==> config.mk <==
export PLATFORM = sky130hd
export DESIGN_NAME = dlgc_top
export DESIGN_NICKNAME = d
export VERILOG_FILES = /design/src/inc/dlgc_pkg.sv /design/src/logic/dlgc_top.sv /design/src/logic/dlgc_damp_map.sv
export VERILOG_INCLUDE_DIRS = /design/src /design/src/inc
export SDC_FILE = /design/constraint.sdc
export NUM_CORES = 1
export LEC_CHECK = 0
export ABC_AREA = 1
export BUFFER_PORTS_ARGS = -buffer_cell sky130_fd_sc_hd__buf_4
export CORE_MARGIN = 10
export CORE_UTILIZATION = 51
export CTS_CLUSTER_DIAMETER = 60
export DETAILED_ROUTE_END_ITERATION = 8
export PLACE_DENSITY = 0.95
export SYNTH_ARGS = -nofsm -noshare
export SYNTH_HDL_FRONTEND = slang
export SYNTH_HIERARCHICAL = 1
export SYNTH_SLANG_ARGS = --single-unit
==> constraint.sdc <==
create_clock -name mclk -period 2.5 [get_ports mclk]
set_clock_uncertainty 0.2 [all_clocks]
set_input_delay 0.375 -clock mclk [delete_from_list [all_inputs] [get_ports mclk]]
set_output_delay 0.375 -clock mclk [all_outputs]
set_load 0.1 [all_outputs]
==> src/inc/dlgc_defines.svh <==
`ifndef DLGC_DEFINES_SVH
`define DLGC_DEFINES_SVH
// register byte addresses on the apb bus
`define DLGC_ADDR_MAIN_DAMP   12'h000
`define DLGC_ADDR_AUX_GAIN    12'h004
`define DLGC_ADDR_STATUS      12'h008
`define DLGC_ADDR_BW_SEL      12'h00c
// reset values
`define DLGC_RST_MAIN_DAMP    8'h13
`define DLGC_RST_AUX_GAIN     8'hc2
`define DLGC_RST_DAMP_CODE    3'h3
// writable bit masks
`define DLGC_MASK_MAIN_DAMP   8'h77
`define DLGC_MASK_AUX_GAIN    8'hf7
// field positions
`define DLGC_AUX_EN_BIT       7
// damping factor, tenths
`define DLGC_DF_1P2           8'h0c
`define DLGC_DF_2P5           8'h19
`define DLGC_DF_5             8'h32
`define DLGC_DF_10            8'h64
`define DLGC_DF_20            8'hc8
// gain peak, hundredths of a db
`define DLGC_GP_0P4           8'h28
`define DLGC_GP_0P2           8'h14
`define DLGC_GP_0P1           8'h0a
`define DLGC_GP_0P06          8'h06
`define DLGC_GP_0P03          8'h03
`endif

==> src/inc/dlgc_pkg.sv <==
package dlgc_pkg;
  // loop bandwidth classes that shape the damping table
  typedef enum logic [1:0]
  {
    DLGC_BW_LE4,
    DLGC_BW_8,
    DLGC_BW_35,
    DLGC_BW_70
  } dlgc_bw_t;
  typedef struct packed
  {
    logic [7:0] damp_factor;
    logic [7:0] gain_peak;
  } dlgc_map_state_t;
  typedef struct packed
  {
    logic [7:0] main_damp;
    logic [7:0] aux_gain;
    logic [1:0] bw_sel;
    logic [31:0] prdata;
    logic        pready;
    logic        pslverr;
    logic [2:0]  main_gain_out;
    logic [2:0]  aux_analog_out;
    logic [2:0]  aux_digital_out;
    logic        aux_en_out;
  } dlgc_state_t;
endpackage : dlgc_pkg

==> src/logic/dlgc_top.sv <==
`timescale 1ns/10ps
`include "dlgc_defines.svh"
// Operation
// - damping select in bits 2:0, resets to 011 meaning factor five
// - effective damping depends on code and selected bandwidth class
// - gain peak reported follows the effective damping factor
// - main register: gain bits 6:4, damping bits 2:0, reset 0x13
// - aux register: enable bit 7, analog 6:4, digital 2:0, reset 0xc2
// - main low-rate analog gain drives detector only when selection enabled
// - aux analog gain ignored when gain selection disabled
module dlgc_top
  import dlgc_pkg::*;
(
  input  wire logic        mclk,
  input  wire logic        rst,
  input  wire logic        psel,
  input  wire logic        penable,
  input  wire logic        pwrite,
  input  wire logic [11:0] paddr,
  input  wire logic [31:0] pwdata,
  input  wire logic [3:0]  pstrb,
  output logic      [31:0] prdata,
  output logic             pready,
  output logic             pslverr,
  output logic      [2:0]  main_low_rate_analog_gain,
  output logic      [2:0]  aux_analog_feedback_gain,
  output logic      [2:0]  aux_digital_feedback_gain,
  output logic             aux_gain_select_enable,
  output logic      [7:0]  damp_factor,
  output logic      [7:0]  gain_peak
);
  dlgc_state_t st;
  dlgc_state_t next_st;
  logic        setup;
  logic        wr_ok;
  logic        known;

  // setup phase answers in the access phase, one wait-free cycle
  assign setup = psel && !penable && !st.pready;

  always_comb
  begin
    next_st         = st;
    next_st.pready  = 1'b0;
    next_st.pslverr = 1'b0;
    known = (paddr == `DLGC_ADDR_MAIN_DAMP) ||
            (paddr == `DLGC_ADDR_AUX_GAIN) ||
            (paddr == `DLGC_ADDR_STATUS) ||
            (paddr == `DLGC_ADDR_BW_SEL);
    // write lands at the edge where the master sees pready high
    wr_ok = psel && penable && st.pready && pwrite && pstrb[0];
    if (setup)
    begin
      next_st.pready  = 1'b1;
      next_st.pslverr = !known;
      next_st.prdata  = 32'h0;
      if (!pwrite)
      begin
        case (paddr)
          `DLGC_ADDR_MAIN_DAMP: next_st.prdata = {24'h0, st.main_damp};
          `DLGC_ADDR_AUX_GAIN:  next_st.prdata = {24'h0, st.aux_gain};
          `DLGC_ADDR_STATUS:    next_st.prdata = {16'h0, gain_peak,
                                                  damp_factor};
          `DLGC_ADDR_BW_SEL:    next_st.prdata = {30'h0, st.bw_sel};
          default:              next_st.prdata = 32'h0;
        endcase
      end
    end
    // unused bits stay zero: 7 and 3 in main, 3 in aux
    if (wr_ok && paddr == `DLGC_ADDR_MAIN_DAMP)
      next_st.main_damp = pwdata[7:0] & `DLGC_MASK_MAIN_DAMP;
    if (wr_ok && paddr == `DLGC_ADDR_AUX_GAIN)
      next_st.aux_gain = pwdata[7:0] & `DLGC_MASK_AUX_GAIN;
    if (wr_ok && paddr == `DLGC_ADDR_BW_SEL)
      next_st.bw_sel = pwdata[1:0];
    // gain selection gates the analog gains, digital always used
    next_st.aux_en_out = st.aux_gain[`DLGC_AUX_EN_BIT];
    next_st.main_gain_out = st.aux_gain[`DLGC_AUX_EN_BIT] ?
                            st.main_damp[6:4] : 3'h0;
    next_st.aux_analog_out = st.aux_gain[`DLGC_AUX_EN_BIT] ?
                             st.aux_gain[6:4] : 3'h0;
    next_st.aux_digital_out = st.aux_gain[2:0];
  end

  always_ff @(posedge mclk)
  begin
    if (rst)
    begin
      st           <= '0;
      st.main_damp <= `DLGC_RST_MAIN_DAMP;
      st.aux_gain  <= `DLGC_RST_AUX_GAIN;
    end
    else
      st <= next_st;
  end

  // translation from code to factor
  dlgc_damp_map i_dlgc_damp_map
  (
    .mclk        (mclk),
    .rst         (rst),
    .code        (st.main_damp[2:0]),
    .bw          (st.bw_sel),
    .damp_factor (damp_factor),
    .gain_peak   (gain_peak)
  );

  assign prdata                    = st.prdata;
  assign pready                    = st.pready;
  assign pslverr                   = st.pslverr;
  assign main_low_rate_analog_gain = st.main_gain_out;
  assign aux_analog_feedback_gain  = st.aux_analog_out;
  assign aux_digital_feedback_gain = st.aux_digital_out;
  assign aux_gain_select_enable    = st.aux_en_out;

  // bus protocol: each setup gets exactly one ready pulse
  a_ready_answer: assert property (
    @(posedge mclk) disable iff (rst)
    setup |=> pready)
    else $error("setup phase not answered");

  a_ready_once: assert property (
    @(posedge mclk) disable iff (rst)
    pready |=> !pready)
    else $error("ready held two cycles");

  a_idle_quiet: assert property (
    @(posedge mclk) disable iff (rst)
    !psel |=> !pready)
    else $error("ready without a request");

  // unmapped words answer with an error, mapped ones never do
  a_err_unmapped: assert property (
    @(posedge mclk) disable iff (rst)
    (setup && !known) |=> (pready && pslverr))
    else $error("unmapped address not flagged");

  a_err_mapped: assert property (
    @(posedge mclk) disable iff (rst)
    (setup && known) |=> !pslverr)
    else $error("error flagged on a mapped address");

  // writes land only at the edge where the master samples ready
  a_main_write: assert property (
    @(posedge mclk) disable iff (rst)
    (wr_ok && paddr == `DLGC_ADDR_MAIN_DAMP) |=>
      (st.main_damp == ($past(pwdata[7:0]) & `DLGC_MASK_MAIN_DAMP)))
    else $error("main register write lost");

  a_aux_write: assert property (
    @(posedge mclk) disable iff (rst)
    (wr_ok && paddr == `DLGC_ADDR_AUX_GAIN) |=>
      (st.aux_gain == ($past(pwdata[7:0]) & `DLGC_MASK_AUX_GAIN)))
    else $error("aux register write lost");

  // a cleared strobe bit 0 must leave the main and aux registers alone
  a_no_strobe: assert property (
    @(posedge mclk) disable iff (rst)
    (psel && penable && pready && pwrite && !pstrb[0]) |=>
      ($stable(st.main_damp) && $stable(st.aux_gain)))
    else $error("write without strobe changed a register");

  a_read_main: assert property (
    @(posedge mclk) disable iff (rst)
    (setup && !pwrite && paddr == `DLGC_ADDR_MAIN_DAMP) |=>
      (prdata == {24'h0, $past(st.main_damp)}))
    else $error("main register read wrong");

  // reset values, seen on the first edge after release
  a_reset_vals: assert property (
    @(posedge mclk)
    $fell(rst) |-> (st.main_damp == `DLGC_RST_MAIN_DAMP &&
                    st.aux_gain == `DLGC_RST_AUX_GAIN && st.bw_sel == 2'h0))
    else $error("register reset value wrong");

  a_reset_code: assert property (
    @(posedge mclk)
    $fell(rst) |-> (damp_factor == `DLGC_DF_5 && gain_peak == `DLGC_GP_0P1))
    else $error("damping after reset not five");

  // unused bits are masked on write, so they never hold a one
  a_reserved_bits: assert property (
    @(posedge mclk) disable iff (rst)
    (st.main_damp[7] == 1'b0) && (st.main_damp[3] == 1'b0))
    else $error("reserved bit set");

  a_aux_spare: assert property (
    @(posedge mclk) disable iff (rst)
    st.aux_gain[3] == 1'b0)
    else $error("aux spare bit set");

  // detector gains follow the registers one edge later
  a_aux_gate: assert property (
    @(posedge mclk) disable iff (rst)
    !st.aux_gain[`DLGC_AUX_EN_BIT] |=> (aux_analog_feedback_gain == 3'h0))
    else $error("aux analog gain not gated");

  a_aux_analog_on: assert property (
    @(posedge mclk) disable iff (rst)
    st.aux_gain[`DLGC_AUX_EN_BIT] |=>
      (aux_analog_feedback_gain == $past(st.aux_gain[6:4])))
    else $error("aux analog gain not applied");

  a_main_gate: assert property (
    @(posedge mclk) disable iff (rst)
    st.aux_gain[`DLGC_AUX_EN_BIT] |=>
      (main_low_rate_analog_gain == $past(st.main_damp[6:4])))
    else $error("main gain not applied");

  a_main_gate_off: assert property (
    @(posedge mclk) disable iff (rst)
    !st.aux_gain[`DLGC_AUX_EN_BIT] |=> (main_low_rate_analog_gain == 3'h0))
    else $error("main gain not gated");

  a_digital_follows: assert property (
    @(posedge mclk) disable iff (rst)
    1'b1 |=> (aux_digital_feedback_gain == $past(st.aux_gain[2:0])))
    else $error("digital gain does not follow register");

  a_enable_follows: assert property (
    @(posedge mclk) disable iff (rst)
    1'b1 |=> (aux_gain_select_enable == $past(st.aux_gain[7])))
    else $error("gain select enable does not follow register");

  // three steady cycles let the registered table catch up
  a_seventy_peak: assert property (
    @(posedge mclk) disable iff (rst)
    (st.bw_sel == 2'h3 && st.main_damp[2:0] == 3'h1) [*3] |->
      (gain_peak == `DLGC_GP_0P4))
    else $error("peak wrong at 70 hz");

  // main scenarios
  c_write_main: cover property (@(posedge mclk)
    wr_ok && paddr == `DLGC_ADDR_MAIN_DAMP);
  c_read_status: cover property (@(posedge mclk)
    setup && !pwrite && paddr == `DLGC_ADDR_STATUS);
  c_bad_addr: cover property (@(posedge mclk) pslverr);
  c_df_twenty: cover property (@(posedge mclk) damp_factor == 8'hc8);
endmodule : dlgc_top

==> src/logic/dlgc_damp_map.sv <==
`timescale 1ns/10ps
`include "dlgc_defines.svh"
module dlgc_damp_map
  import dlgc_pkg::*;
(
  input  wire logic       mclk,
  input  wire logic       rst,
  input  wire logic [2:0] code,
  input  wire logic [1:0] bw,
  output logic      [7:0] damp_factor,
  output logic      [7:0] gain_peak
);
  dlgc_map_state_t st;
  dlgc_map_state_t next_st;
  logic [7:0] df;

  // table by bandwidth class, reserved codes fall back to default
  always_comb
  begin
    df = `DLGC_DF_5;
    case (code)
      3'h1: df = (bw == 2'h0) ? `DLGC_DF_5 :
                 (bw == 2'h1) ? `DLGC_DF_2P5 : `DLGC_DF_1P2;
      3'h2: df = (bw[1]) ? `DLGC_DF_2P5 : `DLGC_DF_5;
      3'h3: df = `DLGC_DF_5;
      3'h4: df = (bw[1]) ? `DLGC_DF_10 : `DLGC_DF_5;
      3'h5: df = (bw == 2'h3) ? `DLGC_DF_20 :
                 (bw == 2'h2) ? `DLGC_DF_10 : `DLGC_DF_5;
      default: df = `DLGC_DF_5;
    endcase
    next_st.damp_factor = df;
    case (df)
      `DLGC_DF_1P2: next_st.gain_peak = `DLGC_GP_0P4;
      `DLGC_DF_2P5: next_st.gain_peak = `DLGC_GP_0P2;
      `DLGC_DF_10:  next_st.gain_peak = `DLGC_GP_0P06;
      `DLGC_DF_20:  next_st.gain_peak = `DLGC_GP_0P03;
      default:      next_st.gain_peak = `DLGC_GP_0P1;
    endcase
  end

  // registered so outputs come from flops
  always_ff @(posedge mclk)
  begin
    if (rst)
    begin
      st.damp_factor <= `DLGC_DF_5;
      st.gain_peak   <= `DLGC_GP_0P1;
    end
    else
      st <= next_st;
  end

  assign damp_factor = st.damp_factor;
  assign gain_peak   = st.gain_peak;

  // peak and factor load from one next value, so they always agree
  a_peak_follows: assert property (
    @(posedge mclk) disable iff (rst)
    (damp_factor == `DLGC_DF_20) |-> (gain_peak == `DLGC_GP_0P03))
    else $error("gain peak does not follow damping");

  a_low_bw_five: assert property (
    @(posedge mclk) disable iff (rst)
    (bw == 2'h0) |=> (damp_factor == `DLGC_DF_5))
    else $error("low bandwidth damping not five");
endmodule : dlgc_damp_map

# Word-level counts from Yosys, hierarchy flattened
# Index checks and enable logic that the tools add are counted.
# word_totals
inputBits,53
ff_bits,59
output_inout_bits,60
word_cells,58
# classes
n_mux,11
n_bitwise,2
reduce_logical,19
n_eq_ne,14
# ops
op,n
16-bit one-hot mux with 4 select lines,1
8-bit one-hot mux with 4 select lines,1
"12-bit by 4-bit == test with 1-bit output, second input constant",2
6-bit one-hot mux with 4 select lines,1
16-bit two-way mux,1
8-bit two-way mux,2
7-bit two-way mux,2
"12-bit by 3-bit == test with 1-bit output, second input constant",1
12-bit zero test,1
1-bit logical AND,9
"8-bit by 4-bit == test with 1-bit output, second input constant",1
"8-bit by 5-bit == test with 1-bit output, second input constant",1
"8-bit by 7-bit == test with 1-bit output, second input constant",1
"8-bit == test, second input constant",1
"3-bit == test, second input constant",2
6-bit two-way mux,1
5-bit two-way mux,1
"2-bit == test, second input constant",2
2-bit OR reduction,2
"3-bit by 1-bit == test with 1-bit output, second input constant",1
"3-bit by 2-bit == test with 1-bit output, second input constant",1
1-bit zero test,3
1-bit logical OR,3
"2-bit by 1-bit == test with 1-bit output, second input constant",1
other kinds (3),4

# Logic depth before layout (Yosys ltp)
# logic_depth
word_depth,6
mapped_depth,9
mapped_depth_nobuf,8

# Hierarchy
# Netlist, hierarchy kept.
# by_module_without_submodules
module,area_per_inst_um2,seq_area_each_um2,n_inst,cells_each
dlgc_top,2043.2,860.8,1,268
dlgc_damp_map,505.5,280.3,1,64

# Worst setup path after synthesis
# OpenSTA, ideal clock, no wires.
# synth_timing
path_type,reg2reg
start,register st (netlist bit pready)
end,register st[50] (netlist bit)
path_slack_ps,355
setup_ps,119
arrival_ps,1826
stages_incl_launch_ff,8
cell_sequence,dfxtp_1 and3_1 nand3_1 inv_2 nand3_2 buf_2 o21ai_1 a21oi_1
# synth_via
elab_chain_len,4
# synth_lines
item,line_no,rtl
"start, declared",dlgc_top.sv:32,dlgc_state_t st;
"start signal, assigned",dlgc_top.sv:94,st <= next_st;
1-bit logical AND (3 in a row),dlgc_top.sv:51,wr_ok = psel && penable && st.pready && pwrite && pstrb[0];
1-bit logical AND (no line),-,
# Every way passes these cells.
# A chain may end at the register's enable or synchronous reset.

# Worst setup path in the final report
# layout_timing
start,register st (netlist bit pready)
end,register st (netlist bit next_st[1])
# The elaborated chain is that of the path after synthesis.

==> summary.md <==
| Metric | Value |
|---|---|
| Status | completed |
| Main combinational cell family by area after synthesis | simple AND/OR/NAND/NOR gates |
| Core Box Area | around 4800 µm² |
| Sw Pwr | 504 µW |
| Top cells by area, synth | dfxtp_1 45%, buf_4 13%, nand2_1 8.8%, nand3_1 8.2%, a21oi_1 4.7% |
| Fraction of registers with async set/reset | 0% |
| Tot Pwr | 1.86 mW |
| Ratio of cells with drive above 1 in the final layout | a little over a quarter |
| Yosys warnings | 6 |
| Post-Layout Inst Area | 2990 µm² |
| Sequential fraction of design power | between 40% and 50% |
| Final worst-path cycle share | around two thirds |
| Max cap viols | 0 |
| Synth Area in Simple Gates | ~28% |
| Clock period minus final worst setup slack | between 1.5 and 2 ns |
| Clock Tree Root | clkbuf_8 |
| RSZ-0062 raised after global routing | false |
| Htree depth | 3 |
| TritonCTS buffer count | 9 |
| Cell Rows | 25 |
| Final Slew Violations | 0 |
| Post-Synth XOR/XNOR Area | 0% |
| Ys flop type | dfxtp_1 |
| Die Wd | a little over 90 µm |
| Mux cell area share after synthesis | 0% |
| Most common cell in the netlist | nand2_1 |
| Initial antenna violation count | 0 |
| Multi-input logic area | 980 µm² |
| Clk slew on worst S/H paths | 0.06 ns |
| Pwr Density | just over 600 nW/µm² |
| First-pass GRT wire length | between 9000 and 10000 µm |
| Worst path required time | ~2.5 ns |
| RD Place Congestion | about 0.89 |
| Layout area overhead | 17.3% |
| Setup crit end kind | flop |
| Synth Area in Adders | 0% |
| Post-synthesis sequential area ratio | between 40 and 50% |
| Cell count of the worst reg-to-reg path | 6 |
| Final ANT Viol Nets | 0 |
| GRT Total Usage | roughly 15% |
| Via count | 2165 |
| R2R Setup Slk | between 0.8 and 0.9 ns |
| Register area | 1140 µm² |
| Post-CTS Setup Bufs | 0 |
| Die H | between 90 and 100 µm |
| Layout fillers | between 300 and 400 |
| Worst Hold Slack | 0.0758 ns |
| Peak Freq | between 500 and 600 MHz |
| Hold path start | pwdata[0] |
| Internal cell power | 1.35 mW |
| Post_cts resized | 0 |
| Largest net degree at the start of global routing | 31 |
| P_leak | 1.43 nW |
| Drt drc | 0 |
| Clock Latency Late Sink | 0.32 ns |
| Finished Core Util | a little over three fifths |
| CTS Sinks | 57 |
| Routed vias/inst | 4.88 |
| Reg2reg end | next_st[1] |
| Setup TNS | 0 ns |
| Combinational share of power | 12.6% |
| Final wirelength | ~6000 µm |
| Switching share of power | a little over a quarter |
| Nets | 427 |
| Setup crit start kind | flop |
| Vias in the first global route | 2098 |
| Clock Path Buffers | 2 |
| Worst Path Arrival | around 1.7 ns |
| Hold Path End | st[54] |
| Drt wl/cell | approximately 14 µm |
| DRT Pass-1 Iters | 6 |
| Netlist cell types | 23 |
| Mapped Area | roughly 2500 µm² |
| Antenna diode count | 0 |
| CP Max Fanout | 12 |
| Port Buf Inserts | 66 |
| CTS tree | yes |
| Critical path class | reg2reg |
| Final hold vios | 0 |
| Commonest cells post-synth | 60 x nand2_1, 57 x dfxtp_1, 45 x buf_4 |
| Area leader, netlist | dfxtp_1 |
| HPWL after detailed placement | roughly 4600 µm |
| Synth Area per Inst | between 7 and 8 µm² |
| Post-DP Area | 2830 µm² |
| Synthesized flop and latch total | 57 |
| Post-Synthesis Cells | ~330 |
| Worst hold path depth | 3 |
| Yosys top cell area share | around 45% |
| Post-synth EDFFs | 0 |
| Die area | roughly 8000 µm² |
| Clk pwr share | 38.2% |
| Hold Crit Class | in2reg |
| Final Setup Violations | 0 |
| Grt total ovfl | 0 |
| Reg-to-reg critical path startpoint | pready |
| Ports | ~110 |
| Peak VDD IR | 0.306 mV |
| Initial core utilization | between 50% and 60% |
| Hold_buf cts | 0 |
| Compound-Gate Fraction of Synth Area | 8.15% |
| 1st-iter DRT viols | approximately 180 |
==> cell usage in the layout (no fill, tap or decap), types with 5 or more instances in the layout <==
cell type,n
nand3_1,42
inv_2,6
dfxtp_1,57
clkbuf_8,11
nor2_1,24
nor2_2,5
a21oi_1,24
o21ai_1,10
buf_4,67
conb_1,18
nand2_1,60
inv_1,26
==> power by group through the flow <==
stage | Combinational, mW | Sequential [mW] | Clock, mW
after detailed placement | 0.232 | 0.935 | 0
final | 0.234 | 0.915 | 0.709
after CTS | 0.232 | 0.915 | 0.718
after global placement | 0.230 | 0.935 | 0
after global routing | 0.245 | 0.915 | 0.765
after floorplan | 0.194 | 0.950 | 0
==> metal layers <==
layer / track usage [%] / vias up / routed length, µm / share of wire, %
met5: 0 / - / 0 / 0
met4: 8.09 / 0 / 201 / 3.3
met3: 4.57 / 21 / 557 / 9.2
met1: 16.0 / 934 / 2340 / 38
li1: - / 1086 / - / -
met2: 24.1 / 124 / 2980 / 49
==> metrics by stage <==
stage	worst slack, ns	instances
6_report	0.805	444
5_1_grt	0.681	444
4_1_cts	0.821	444
3_5_place_dp	0.509	430
3_3_place_gp	0.591	430
2_1_floorplan	0.355	348
==> cells by family after synthesis <==
logic type,after synthesis
DFF,57
and+or+nand+nor,149
AOI/OAI and AO/OA,40
other,2
buffers and inverters,84
==> state kept, by name, indices dropped and copies added (netlist names) <==
| signal | count |
|---|---|
| aux_analog_feedback_gain | 3 |
| next_st | 4 |
| prdata | 16 |
| aux_digital_feedback_gain | 3 |
| pready | 1 |
| st | 11 |
| i_dlgc_damp_map/gain_peak | 6 |
| aux_gain_select_enable | 1 |
| i_dlgc_damp_map/damp_factor | 8 |
| main_low_rate_analog_gain | 3 |
| pslverr | 1 |
==> critical path, cell delays in order (launching register included) <==
cell,delay [ns]
dfxtp_1,0.37
and3_1,0.16
nand3_1,0.15
inv_2,0.16
nand3_2,0.21
o21ai_0,0.27
a21oi_1,0.06
==> final cells by class <==
cell class	instances	area share, %
flip-flops and latches	57	38.2
multi-input cells	207	32.8
repair buffers	67	16.8
clock buffers	14	5.44
inverters	32	4.02
well taps	67	2.80
==> worst max path at each step <==
stage	start	to	slack, ns	cells after the start
final	pready	next_st[1]	0.80	6
after floorplan	pready	st[50]	0.35	7
after global placement	paddr[1]	next_st[1]	0.59	7
after detailed placement	paddr[1]	next_st[1]	0.51	7
after global routing	pready	next_st[1]	0.68	6
after CTS	pready	next_st[1]	0.82	6
(Power assumes the default switching activity.)
